`src/logic/pssc_pkg.sv`:
```
// package: constants and types for the power switch state control block
package pssc_pkg;
	// clock and thresholds
	localparam int unsigned CLK_HZ = 40_000_000;
	localparam int unsigned LONG_PRESS_MS = 4000;
	localparam int unsigned LONG_PRESS_CYCLES = (CLK_HZ / 1000) * LONG_PRESS_MS;
	localparam int unsigned DEBOUNCE_US = 10_000;
	localparam int unsigned DEBOUNCE_CYCLES = (CLK_HZ / 1_000_000) * DEBOUNCE_US;
	localparam int unsigned CNT_W = 32;
	// reset value of the global state
	localparam logic [1:0] RESET_STATE = 2'h0;

	// global states, gray along off -> working -> sleeping
	typedef enum logic [1:0] {
		PSSC_SOFT_OFF = 2'h0,
		PSSC_WORKING = 2'h1,
		PSSC_SLEEPING = 2'h3
	} pssc_state_type;

	// press classification handed from timer to controller
	typedef enum logic [1:0] {
		PSSC_PRESS_NONE = 2'h0,
		PSSC_PRESS_SHORT = 2'h1,
		PSSC_PRESS_LONG = 2'h3
	} pssc_press_type;
endpackage

```
`src/logic/pssc_press_if.sv`:
```
// interface: press event from the switch timer to the state controller
interface pssc_press_if;
	import pssc_pkg::*;
	logic event_valid;
	pssc_press_type kind;
	modport timer (output event_valid, output kind);
	modport ctrl (input event_valid, input kind);
endinterface

```
`src/logic/pssc_switch_timer.sv`:
```
// module: switch synchroniser, debounce and hold-time classifier
module pssc_switch_timer
	import pssc_pkg::*;
#(
	parameter int unsigned DEBOUNCE = DEBOUNCE_CYCLES,
	parameter int unsigned LONG_PRESS = LONG_PRESS_CYCLES
)(
	input wire logic mclk, // standby clock
	input wire logic reset_n, // sync reset, low active
	input wire logic switch_pressed_n, // raw front-panel switch, low when pressed
	pssc_press_if.timer press // classified press out
);
	import pssc_pkg::*;

	logic [2:0] sync;
	logic stable;
	logic next_stable;
	logic [CNT_W-1:0] db_cnt;
	logic [CNT_W-1:0] next_db_cnt;
	logic [CNT_W-1:0] hold_cnt;
	logic [CNT_W-1:0] next_hold_cnt;
	logic decided;
	logic next_decided;
	logic ev;
	logic next_ev;
	pssc_press_type kind;
	pssc_press_type next_kind;
	logic agree_pressed;

	// three flops; only stages two and three are compared
	always_ff @(posedge mclk)
	begin
		if (!reset_n)
			sync <= 3'h7;
		else
			sync <= {sync[1:0], switch_pressed_n};
	end
	assign agree_pressed = (sync[1] == sync[2]) ? !sync[2] : stable;

	// debounce, then hold timing; a long press fires at expiry, not on release
	always_comb
	begin
		next_stable = stable;
		next_db_cnt = db_cnt;
		next_hold_cnt = hold_cnt;
		next_decided = decided;
		next_ev = 1'b0;
		next_kind = PSSC_PRESS_NONE;
		if (agree_pressed != stable)
		begin
			next_db_cnt = db_cnt + 1'b1;
			if (db_cnt >= CNT_W'(DEBOUNCE - 1))
			begin
				next_stable = agree_pressed;
				next_db_cnt = '0;
			end
		end
		else
			next_db_cnt = '0;
		if (stable)
		begin
			if (!decided)
			begin
				next_hold_cnt = hold_cnt + 1'b1;
				if (hold_cnt >= CNT_W'(LONG_PRESS - 1))
				begin
					next_ev = 1'b1;
					next_kind = PSSC_PRESS_LONG;
					next_decided = 1'b1;
				end
				else if (!next_stable)
				begin
					next_ev = 1'b1;
					next_kind = PSSC_PRESS_SHORT;
				end
			end
			if (!next_stable)
			begin
				next_hold_cnt = '0;
				next_decided = 1'b0;
			end
		end
	end

	always_ff @(posedge mclk)
	begin
		if (!reset_n)
		begin
			stable <= 1'b0;
			db_cnt <= '0;
			hold_cnt <= '0;
			decided <= 1'b0;
			ev <= 1'b0;
			kind <= PSSC_PRESS_NONE;
		end
		else
		begin
			stable <= next_stable;
			db_cnt <= next_db_cnt;
			hold_cnt <= next_hold_cnt;
			decided <= next_decided;
			ev <= next_ev;
			kind <= next_kind;
		end
	end
	assign press.event_valid = ev;
	assign press.kind = kind;

	// one event per press
	a_one_event_press: assert property (@(posedge mclk) disable iff (!reset_n)
		ev |=> !ev) else $error("press event lasted two cycles");
endmodule // pssc_switch_timer

```
`src/logic/pssc_power_ctrl.sv`:
```
// module: power switch global state controller (top)
module pssc_power_ctrl
	import pssc_pkg::*;
#(
	parameter int unsigned DEBOUNCE = DEBOUNCE_CYCLES,
	parameter int unsigned LONG_PRESS = LONG_PRESS_CYCLES
)(
	input wire logic mclk, // standby clock, 40 MHz
	input wire logic reset_n, // sync reset from standby power, low active
	input wire logic switch_pressed_n, // front-panel power switch, low when pressed
	input wire logic power_event_wake_n, // power-management event, low active
	input wire logic pme_wake_enable, // wake on power event enabled
	input wire logic os_sleep_req, // os asks for sleeping state, pulse
	input wire logic os_off_req, // os asks for soft-off, pulse
	output pssc_pkg::pssc_state_type global_state, // current global state
	output logic main_power_on, // main supplies enabled
	output logic fan_power_on, // fan supply enabled
	output logic state_changed // one cycle on each transition
);
	import pssc_pkg::*;

	pssc_press_if press ();
	pssc_state_type state;
	pssc_state_type next_state;
	logic changed;
	logic next_changed;
	logic [2:0] pme_sync;
	logic pme_level;
	logic next_pme_level;
	logic pme_rise;
	logic [CNT_W-1:0] gap_cnt;
	logic [CNT_W-1:0] next_gap_cnt;

	pssc_switch_timer #(
		.DEBOUNCE(DEBOUNCE),
		.LONG_PRESS(LONG_PRESS)
	) u_timer (
		.mclk(mclk),
		.reset_n(reset_n),
		.switch_pressed_n(switch_pressed_n),
		.press(press.timer)
	);

	// event pin from off-board: three flops, act when stages two and three agree
	always_ff @(posedge mclk)
	begin
		if (!reset_n)
			pme_sync <= 3'h7;
		else
			pme_sync <= {pme_sync[1:0], power_event_wake_n};
	end
	always_comb
	begin
		next_pme_level = pme_level;
		if (pme_sync[1] == pme_sync[2])
			next_pme_level = !pme_sync[2];
	end
	always_ff @(posedge mclk)
	begin
		if (!reset_n)
			pme_level <= 1'b0;
		else
			pme_level <= next_pme_level;
	end
	// edge only, so a stuck event cannot fight a later power-off
	assign pme_rise = next_pme_level && !pme_level;

	// cycles since the last press event, saturating; feeds only the spacing check
	always_comb
	begin
		next_gap_cnt = gap_cnt;
		if (press.event_valid)
			next_gap_cnt = '0;
		else if (gap_cnt != '1)
			next_gap_cnt = gap_cnt + 1'b1;
	end
	always_ff @(posedge mclk)
	begin
		if (!reset_n)
			gap_cnt <= '1;
		else
			gap_cnt <= next_gap_cnt;
	end

	// state transitions; the switch outranks os requests and wake events
	always_comb
	begin
		next_state = state;
		unique case (state)
			PSSC_SOFT_OFF:
			begin
				if (press.event_valid && press.kind == PSSC_PRESS_SHORT)
					next_state = PSSC_WORKING;
				else if (pme_rise && pme_wake_enable)
					next_state = PSSC_WORKING;
			end
			PSSC_WORKING:
			begin
				if (press.event_valid && press.kind == PSSC_PRESS_LONG)
					next_state = PSSC_SOFT_OFF;
				else if (press.event_valid && press.kind == PSSC_PRESS_SHORT)
					next_state = PSSC_SLEEPING;
				else if (os_off_req)
					next_state = PSSC_SOFT_OFF;
				else if (os_sleep_req)
					next_state = PSSC_SLEEPING;
			end
			PSSC_SLEEPING:
			begin
				if (press.event_valid && press.kind == PSSC_PRESS_LONG)
					next_state = PSSC_SOFT_OFF;
				else if (press.event_valid && press.kind == PSSC_PRESS_SHORT)
					next_state = PSSC_WORKING;
				else if (pme_rise && pme_wake_enable)
					next_state = PSSC_WORKING;
			end
			default: next_state = PSSC_SOFT_OFF;
		endcase
		next_changed = (next_state != state);
	end

	always_ff @(posedge mclk)
	begin
		if (!reset_n)
		begin
			state <= pssc_state_type'(RESET_STATE);
			changed <= 1'b0;
		end
		else
		begin
			state <= next_state;
			changed <= next_changed;
		end
	end

	assign global_state = state;
	assign main_power_on = (state == PSSC_WORKING);
	// fans share the working-only condition, off in sleep and soft-off
	assign fan_power_on = (state == PSSC_WORKING);
	assign state_changed = changed;

	// switch table: a press event, except a long press in soft-off, moves the state on the next edge
	a_off_short_on: assert property (@(posedge mclk) disable iff (!reset_n)
		state == PSSC_SOFT_OFF && press.event_valid && press.kind == PSSC_PRESS_SHORT
		|=> state == PSSC_WORKING) else $error("short press did not power on");
	a_work_short_sleep: assert property (@(posedge mclk) disable iff (!reset_n)
		state == PSSC_WORKING && press.event_valid && press.kind == PSSC_PRESS_SHORT
		|=> state == PSSC_SLEEPING) else $error("short press did not sleep");
	a_work_long_off: assert property (@(posedge mclk) disable iff (!reset_n)
		state == PSSC_WORKING && press.event_valid && press.kind == PSSC_PRESS_LONG
		|=> state == PSSC_SOFT_OFF && !fan_power_on) else $error("long press no off");
	a_sleep_short_wake: assert property (@(posedge mclk) disable iff (!reset_n)
		state == PSSC_SLEEPING && press.event_valid && press.kind == PSSC_PRESS_SHORT
		|=> state == PSSC_WORKING) else $error("short press did not wake");
	a_sleep_long_off: assert property (@(posedge mclk) disable iff (!reset_n)
		state == PSSC_SLEEPING && press.event_valid && press.kind == PSSC_PRESS_LONG
		|=> state == PSSC_SOFT_OFF) else $error("long press in sleep no off");

	// a long press in soft-off is no power-on; only an enabled event may wake then
	a_off_long_holds: assert property (@(posedge mclk) disable iff (!reset_n)
		state == PSSC_SOFT_OFF && press.event_valid && press.kind == PSSC_PRESS_LONG
		&& !(pme_rise && pme_wake_enable)
		|=> state == PSSC_SOFT_OFF) else $error("long press left soft-off");
	a_event_kind: assert property (@(posedge mclk) disable iff (!reset_n)
		press.event_valid |-> press.kind inside {PSSC_PRESS_SHORT, PSSC_PRESS_LONG})
		else $error("press event without a kind");

	// a second event needs the switch to settle twice, so events stay spaced
	a_event_spacing: assert property (@(posedge mclk) disable iff (!reset_n)
		press.event_valid |-> gap_cnt >= CNT_W'(DEBOUNCE))
		else $error("press events too close together");

	// wake on power event, only from sleeping or soft-off and only when enabled
	a_pme_wake: assert property (@(posedge mclk) disable iff (!reset_n)
		state != PSSC_WORKING && !press.event_valid && pme_rise && pme_wake_enable
		|=> state == PSSC_WORKING) else $error("power event did not wake");
	a_pme_masked: assert property (@(posedge mclk) disable iff (!reset_n)
		state == PSSC_SOFT_OFF && !pme_wake_enable && !press.event_valid
		|=> state == PSSC_SOFT_OFF) else $error("wake while disabled");

	// supplies follow the state register
	a_fan_working: assert property (@(posedge mclk) disable iff (!reset_n)
		fan_power_on == (state == PSSC_WORKING)) else $error("fan in wrong state");

	// os requests act in working only, and the switch outranks them
	a_os_off: assert property (@(posedge mclk) disable iff (!reset_n)
		state == PSSC_WORKING && !press.event_valid && os_off_req
		|=> state == PSSC_SOFT_OFF) else $error("os off request ignored");
	a_os_sleep: assert property (@(posedge mclk) disable iff (!reset_n)
		state == PSSC_WORKING && !press.event_valid && !os_off_req && os_sleep_req
		|=> state == PSSC_SLEEPING) else $error("os sleep request ignored");

	// without a cause the state holds, whatever os requests say
	a_idle_holds: assert property (@(posedge mclk) disable iff (!reset_n)
		state != PSSC_WORKING && !press.event_valid && !(pme_rise && pme_wake_enable)
		|=> $stable(state)) else $error("state moved without a cause");
	a_work_holds: assert property (@(posedge mclk) disable iff (!reset_n)
		state == PSSC_WORKING && !press.event_valid && !os_off_req && !os_sleep_req
		|=> state == PSSC_WORKING) else $error("working left without a cause");

	// change pulse matches the state register both ways
	a_changed_pulse: assert property (@(posedge mclk) disable iff (!reset_n)
		$changed(state) |-> state_changed) else $error("missing change pulse");
	a_change_real: assert property (@(posedge mclk) disable iff (!reset_n)
		state_changed |-> $changed(state)) else $error("change pulse without change");

	// reset lands in soft-off with supplies down and no change pulse
	a_reset_soft_off: assert property (@(posedge mclk)
		!reset_n |=> state == PSSC_SOFT_OFF && !main_power_on && !state_changed)
		else $error("reset did not reach soft-off");

	// main scenarios
	c_power_on: cover property (@(posedge mclk) disable iff (!reset_n)
		state == PSSC_SOFT_OFF ##1 state == PSSC_WORKING);
	c_sleep: cover property (@(posedge mclk) disable iff (!reset_n)
		state == PSSC_WORKING ##1 state == PSSC_SLEEPING);
	c_fail_safe: cover property (@(posedge mclk) disable iff (!reset_n)
		state == PSSC_WORKING ##1 state == PSSC_SOFT_OFF);
	c_sleep_off: cover property (@(posedge mclk) disable iff (!reset_n)
		state == PSSC_SLEEPING ##1 state == PSSC_SOFT_OFF);
	c_pme: cover property (@(posedge mclk) disable iff (!reset_n)
		pme_rise && pme_wake_enable && state == PSSC_SLEEPING);
endmodule // pssc_power_ctrl

```
`config.mk`:
```
export PLATFORM = sky130hd
export DESIGN_NAME = pssc_power_ctrl
export DESIGN_NICKNAME = d
export VERILOG_FILES = /design/src/logic/pssc_pkg.sv /design/src/logic/pssc_press_if.sv /design/src/logic/pssc_switch_timer.sv /design/src/logic/pssc_power_ctrl.sv
export SDC_FILE = /design/constraint.sdc
export NUM_CORES = 1
export LEC_CHECK = 0
export BUFFER_PORTS_ARGS = -buffer_cell sky130_fd_sc_hd__buf_2
export CORE_UTILIZATION = 48
export DETAILED_ROUTE_END_ITERATION = 10
export SETUP_SLACK_MARGIN = 0.4
export SLEW_MARGIN = 10
export SYNTH_ARGS = -nofsm -noshare
export SYNTH_HDL_FRONTEND = slang
export SYNTH_SLANG_ARGS = --single-unit
```
`constraint.sdc`:
```
create_clock -name mclk -period 2.9 [get_ports mclk]
set_input_delay 0 -clock mclk [delete_from_list [all_inputs] [get_ports mclk]]
set_output_delay 0 -clock mclk [all_outputs]
set_load 0.005 [all_outputs]
```
==> results.toml, run 1 <==
[yosys]
yosys_warnings = 0
postSynthRegisterBits = 78
number_of_enable_type_register_cells_in_the_synthesized_netlist = 0
synthDistinctLibCells = 58
netlist_area_um2 = 3393
synthFlopType = "sky130_fd_sc_hd__dfxtp_1"
seq_area_frac_synth_pct = 46.02
syn_area_per_cell_um2 = 8.612
async_reset_ff_share_pct = 0
syn_inst = 394

[drt]
first_pass_iters = 4
wl_um = 6796
wl_per_cell_um = 12.94
detail_routed_via_count_per_cell = 5.352
final_antenna_net_count = 0
initialDrtViolationCount = 114
detail_route.drc_violations = 0
route.vias.total = 2810

[sta]
timing.hold.ws_ns = 0.1321
worst_pin_slew_ns = 0.6289
period_share_pct = 80.35
achievable-frequency_ghz = 0.4292
finClkSkew_ns = 0.009824
post_layout_min_period_ns = 2.330
tns_ns = 0
final_hold_viol_count = 0
finalSetupViolations = 0
grt_setup_unrepaired = "false"
post-route-worst-setup-slack_ns = 0.5699
report.final.slew_viol_count = 0
rel_slew_slack_pct = 57.79

[pwr]
clock_power_share_pct = 44.3
power.internal_mw = 1.591
power.switching_fraction_pct = 21.07
power_density_nw_per_um2 = 523.8
power_leakage_nw = 1.329
power_share_of_the_sequential_group_pct = 54.0
ir_drop_v = 0.0003034
combPwrFrac_pct = 1.8
power_switching_mw = 0.4246

[floorplanning]
row_count = 30
num_io_pins = 12
core_area_um2 = 6794
die_height_um = 86.08
floorplan.initialDensity_pct = 49.94
fp.dieArea_um2 = 7410
dieWidth_um = 86.08

[global_routing]
number_of_antenna_violations_at_the_first_check_in_global_routing = 0
grt_pass1_wl_um = 12030
first_global_vias = 2669
overflow = 0
global_router_s_overall_resource_usage_pct = 20.62
grt_max_degree = 25

[setup_path]
critical_path_class = "reg -> reg"
worst-path-max-fanout = 19
worst_setup_path_start_kind = "register"
worst-endpoint-arrival_ns = 2.57
timing.reg2reg.setup_slack_ns = 0.57
cp.required_ns = 3.14
timing.critical_path.to_type = "register"

[place]
numPortBuffers = 11
globalplace.congestion = 0.7826
preCtsSetupSlack_ns = 0.4980
hpwlAfterDp_um = 4648

[finish]
mostFrequentLayoutCell = "sky130_fd_sc_hd__dfxtp_1"
fin_nets = 433
diodes = 0
fill_cells = 624
post_route_cells_drive_above_1_share_pct = 9.557
multiInputGateArea_um2 = 1774
flow.area_growth_from_synthesis_pct = 13.38
final_cell_mix = "78 x sky130_fd_sc_hd__dfxtp_1, 47 x sky130_fd_sc_hd__nor2_1, 44 x sky130_fd_sc_hd__nand2_1, 31 x sky130_fd_sc_hd__nand3_1, 18 x sky130_fd_sc_hd__a21oi_1"
ff_latch_area_um2 = 1562

[flow_run]
cap_viol_max_count = 0

[cts]
cts_htree_levels = 3
tritoncts = "done"
cts-root-buf = "sky130_fd_sc_hd__clkbuf_8"
clk_pin_slew_ns = 0.08
insertion_delay_ns = 0.35
tritoncts.num_buffers = 9
ctsLongestPathBuffers = 2
clock-sinks = 78

[run_status]
status = "finished, final reports clean"

[hold_path]
min_path_type = "in -> reg"
Yosys cell counts, types with 4 or more instances:
master	instances	area share [%]
sky130_fd_sc_hd__a21oi_1	18	2.7
sky130_fd_sc_hd__a311oi_1	4	1.0
sky130_fd_sc_hd__and3_1	8	1.5
sky130_fd_sc_hd__buf_2	5	0.74
sky130_fd_sc_hd__clkbuf_1	5	0.55
sky130_fd_sc_hd__dfxtp_1	78	46
sky130_fd_sc_hd__inv_1	11	1.2
sky130_fd_sc_hd__nand2_1	44	4.9
sky130_fd_sc_hd__nand2b_1	10	1.8
sky130_fd_sc_hd__nand3_1	31	4.6
sky130_fd_sc_hd__nand3b_1	4	0.88
sky130_fd_sc_hd__nand4_1	7	1.3
sky130_fd_sc_hd__nor2_1	47	5.2
sky130_fd_sc_hd__nor2b_1	4	0.74
sky130_fd_sc_hd__nor3_1	7	1.0
sky130_fd_sc_hd__nor4_1	7	1.3
sky130_fd_sc_hd__o21ai_0	16	2.4
sky130_fd_sc_hd__o311ai_1	5	1.3
sky130_fd_sc_hd__o31ai_1	6	1.3
sky130_fd_sc_hd__or3_1	8	1.5
sky130_fd_sc_hd__xnor2_1	9	2.3
sky130_fd_sc_hd__xor2_1	9	2.3
cell families (layout without fill, tap and decap cells):
| family | Yosys count | count (layout) | synth area share (%) |
|---|---|---|---|
| simple gates | 193 | 193 | 29.20 |
| flops | 78 | 78 | 46.02 |
| compound gates | 77 | 77 | 15.63 |
| buf+inv | 23 | 46 | 3.060 |
| xor+xnor | 18 | 18 | 4.646 |
| fa+ha+maj | 2 | 2 | 0.7373 |
| mux | 2 | 2 | 0.5900 |
| other cells | 1 | 13 | 0.1105 |
sequential cells by signal, summed over array words and instances (netlist names):
name / flops
global_state: 2
pme_level: 1
pme_sync: 3
state_changed: 1
u_timer.db_cnt: 32
u_timer.decided: 1
u_timer.hold_cnt: 32
u_timer.press.event_valid: 1
u_timer.press.kind: 1
u_timer.stable: 1
u_timer.sync: 3
layout make-up:
| type | instances | area share (%) |
|---|---|---|
| Clock inverter | 6 | 2.472 |
| Multi-Input combinational cell | 305 | 46.11 |
| Inverter | 11 | 1.073 |
| Tap cell | 96 | 3.122 |
| Sequential cell | 78 | 40.59 |
| Clock buffer | 10 | 3.317 |
| Timing Repair Buffer | 19 | 3.317 |
power by group through the flow:
stage	sequential, mW	combinational (mW)	clock [mW]
after global placement	1.11	0.0294	0
after detailed placement	1.11	0.0301	0
final	1.09	0.0354	0.892
after global routing	1.09	0.0406	0.970
after CTS	1.09	0.0352	0.914
after floorplan	1.11	0.0213	0
layer usage:
layer | track usage (%) | up-vias | wire length (um)
met1 | 25.58 | 1308 | 3294
met2 | 35.06 | 29 | 3248
met4 | 7.424 | 0 | 91
met3 | 4.620 | 10 | 162
li1 | - | 1463 | -
met5 | 0 | - | 0
final timing paths:
kind,from,end,depth (start not counted)
min,os_off_req,state_changed,5
min reg2reg,pme_sync[0],pme_sync[1],1
max reg2reg,u_timer.db_cnt[0],u_timer.hold_cnt[8],7
max,u_timer.db_cnt[0],u_timer.hold_cnt[8],7
repair_timing:
| item | in CTS | in global routing |
|---|---|---|
| buffers inserted | 0 | 0 |
| setup endpoints to repair | 0 | 5 |
| hold buffers | 5 | 0 |
| hold endpoints to repair | 6 | 0 |
| gates resized for setup | 0 | 1 |
worst max-delay path: stages (launching register included):
cell and delay (ns):
sky130_fd_sc_hd__dfxtp_1 0.36, sky130_fd_sc_hd__ha_1 0.21, sky130_fd_sc_hd__nand2_1 0.12, sky130_fd_sc_hd__o21ai_0 0.35
sky130_fd_sc_hd__a211oi_2 0.18, sky130_fd_sc_hd__o311a_2 0.60, sky130_fd_sc_hd__o21bai_1 0.22, sky130_fd_sc_hd__a22o_1 0.19
stage by stage:
stage / util (%) / cells / cell area, um2 / total power, mW
floorplan: - / 406 / 3438 / 1.133
global placement: 52.60 / 504 / 3573 / 1.142
detailed placement: 52.60 / 504 / 3573 / 1.143
CTS: 56.61 / 525 / 3846 / 2.036
global route: 56.63 / 525 / 3847 / 2.100
finish: 56.63 / 525 / 3847 / 2.015
Note: power is estimated with default switching activity, not from simulation.
==> inputs of run 2 (changes only) <==
- PLACE_DENSITY: default -> 0.67
- clock period: 2.9 -> 2.1 ns (I/O delays scaled with it)
==> results.toml, run 2 (synthesized netlist as in run 1, its figures left out) <==
[run_status]
status = "finished, final reports clean"

[drt]
initialDrtViolationCount = 198
detail_routed_via_count_per_cell = 5.504
route.vias.total = 3099
final_antenna_net_count = 0
wl_per_cell_um = 14.72
detail_route.drc_violations = 0
wl_um = 8287
first_pass_iters = 5

[pwr]
power_leakage_nw = 1.666
power_share_of_the_sequential_group_pct = 56.5
clock_power_share_pct = 41.2
power_density_nw_per_um2 = 559.4
design_power_total_mw = 2.649
combPwrFrac_pct = 2.3
power.switching_fraction_pct = 22.35
power_switching_mw = 0.5920
ir_drop_v = 0.0004286
power.internal_mw = 2.057

[setup_path]
worst_setup_path_start_kind = "register"
timing.critical_path.to_type = "register"
critical_path_class = "reg -> reg"
worst-endpoint-arrival_ns = 2.24
cp.required_ns = 2.38
worst-path-max-fanout = 7

[floorplanning]
num_io_pins = 12
core_area_um2 = 6794
floorplan.initialDensity_pct = 49.94
die_height_um = 86.08
dieWidth_um = 86.08
fp.dieArea_um2 = 7410
row_count = 30

[place]
hpwlAfterDp_um = 4921
numPortBuffers = 11
globalplace.congestion = 0.8059
place.detailed.instances = 518

[sta]
post_layout_min_period_ns = 1.957
final_hold_viol_count = 0
finClkSkew_ns = 0.01708
period_share_pct = 93.21
finalSetupViolations = 0
tns_ns = 0
report.final.slew_viol_count = 0
achievable-frequency_ghz = 0.5109
grt_setup_unrepaired = "true"

[cts]
clock-sinks = 78
insertion_delay_ns = 0.36
cts-root-buf = "sky130_fd_sc_hd__clkbuf_8"
tritoncts.num_buffers = 9
clk_pin_slew_ns = 0.08
ctsLongestPathBuffers = 2
tritoncts = "done"
cts_htree_levels = 3

[global_routing]
overflow = 0
global_router_s_overall_resource_usage_pct = 22.04
grt_pass1_wl_um = 12790
number_of_antenna_violations_at_the_first_check_in_global_routing = 0
first_global_vias = 2829
grt_max_degree = 20

[finish]
flow.area_growth_from_synthesis_pct = 39.56
final_cell_mix = "49 x sky130_fd_sc_hd__dfxtp_1, 41 x sky130_fd_sc_hd__nand2_1, 37 x sky130_fd_sc_hd__nor2_1, 24 x sky130_fd_sc_hd__dfxtp_2"
fin_nets = 471
mostFrequentLayoutCell = "sky130_fd_sc_hd__dfxtp_1"
largest_registers = "u_timer.db_cnt: 32 flops, u_timer.hold_cnt: 32 flops"
finish.cell_count_without_fillers = 563
post_route_cells_drive_above_1_share_pct = 33.83
diodes = 0

[hold_path]
min_path_type = "in -> reg"

[flow_run]
cap_viol_max_count = 0
## run 2: cell types whose count changed in the layout (fill, tap and decap cells not counted), moves of 8 or more
cell / change
sky130_fd_sc_hd__buf_4: +18
sky130_fd_sc_hd__buf_6: +11
sky130_fd_sc_hd__o21ai_0: -8
sky130_fd_sc_hd__dfxtp_2: +24
sky130_fd_sc_hd__dfxtp_1: -29
sky130_fd_sc_hd__nor2_1: -10
sky130_fd_sc_hd__nand3_1: -10
## run 2: power by group through the flow
stage / combinational (mW) / clock (mW) / sequential (mW)
2_1_floorplan: 0.0313 / 0 / 1.53
3_3_place_gp: 0.0481 / 0 / 1.54
3_5_place_dp: 0.0490 / 0 / 1.54
4_1_cts: 0.0580 / 1.11 / 1.50
5_1_grt: 0.0674 / 1.18 / 1.50
6_report: 0.0612 / 1.09 / 1.50
## run 2: area by class of cell
cell class,count,area (um2)
timing repair buffer,57,596.8
clock inverter,3,23.77
sequential,78,1610
tap,96,120.1
inverter,11,41.29
multi-input combinational,305,2173
clock buffer,13,170.2
fill,473,2058
## run 2: path summary, 6_finish.rpt
| check | slack, ns | end | cells past startpoint | from |
|---|---|---|---|---|
| worst max-delay path | 0.14 | u_timer.hold_cnt[20] | 7 | u_timer.db_cnt[19] |
| worst min-delay path | 0.04 | global_state[0] | 2 | reset_n |
| worst max register to register | 0.14 | u_timer.hold_cnt[20] | 7 | u_timer.db_cnt[19] |
| worst min register to register | 0.41 | pme_sync[1] | 1 | pme_sync[0] |
## run 2: timing repair
item | 4_1_cts | 5_1_grt
endpoints found under the setup margin | 55 | 55
gates cloned | 2 | 3
gates resized for setup | 40 | 66
endpoints found under the hold margin | 6 | 0
hold buffers | 5 | 0
buffers inserted | 10 | 9
pin swaps | 16 | 29
## run 2: worst max-delay path: stages, from the launching register on
cell                      delay [ns]
sky130_fd_sc_hd__dfxtp_2        0.32
sky130_fd_sc_hd__nor4_2         0.25
sky130_fd_sc_hd__nand4_1        0.18
sky130_fd_sc_hd__a211o_1        0.31
sky130_fd_sc_hd__buf_6          0.13
sky130_fd_sc_hd__a21o_4         0.25
sky130_fd_sc_hd__or3_1          0.35
sky130_fd_sc_hd__o21ai_1        0.10
## run 2: per-layer routing
layer	vias up	share of wire (%)	global-route usage, %
met5	-	0	0
met4	0	1.5	7.273
met3	16	3.6	4.620
met2	67	51	37.30
met1	1478	44	27.91
li1	1538	-	-
## run 2: through the flow
stage | util, % | setup slack, ns | area, um2 | hold WS [ns]
floorplan | - | 0.2252 | 3557 | 0.1015
global placement | 55.76 | 0.1283 | 3789 | 0.1840
detailed placement | 55.76 | 0.06382 | 3789 | 0.1919
CTS | 63.55 | 0.1597 | 4318 | 0.03530
global route | 69.71 | 0.02298 | 4736 | 0.05120
finish | 69.71 | 0.1427 | 4736 | 0.04477
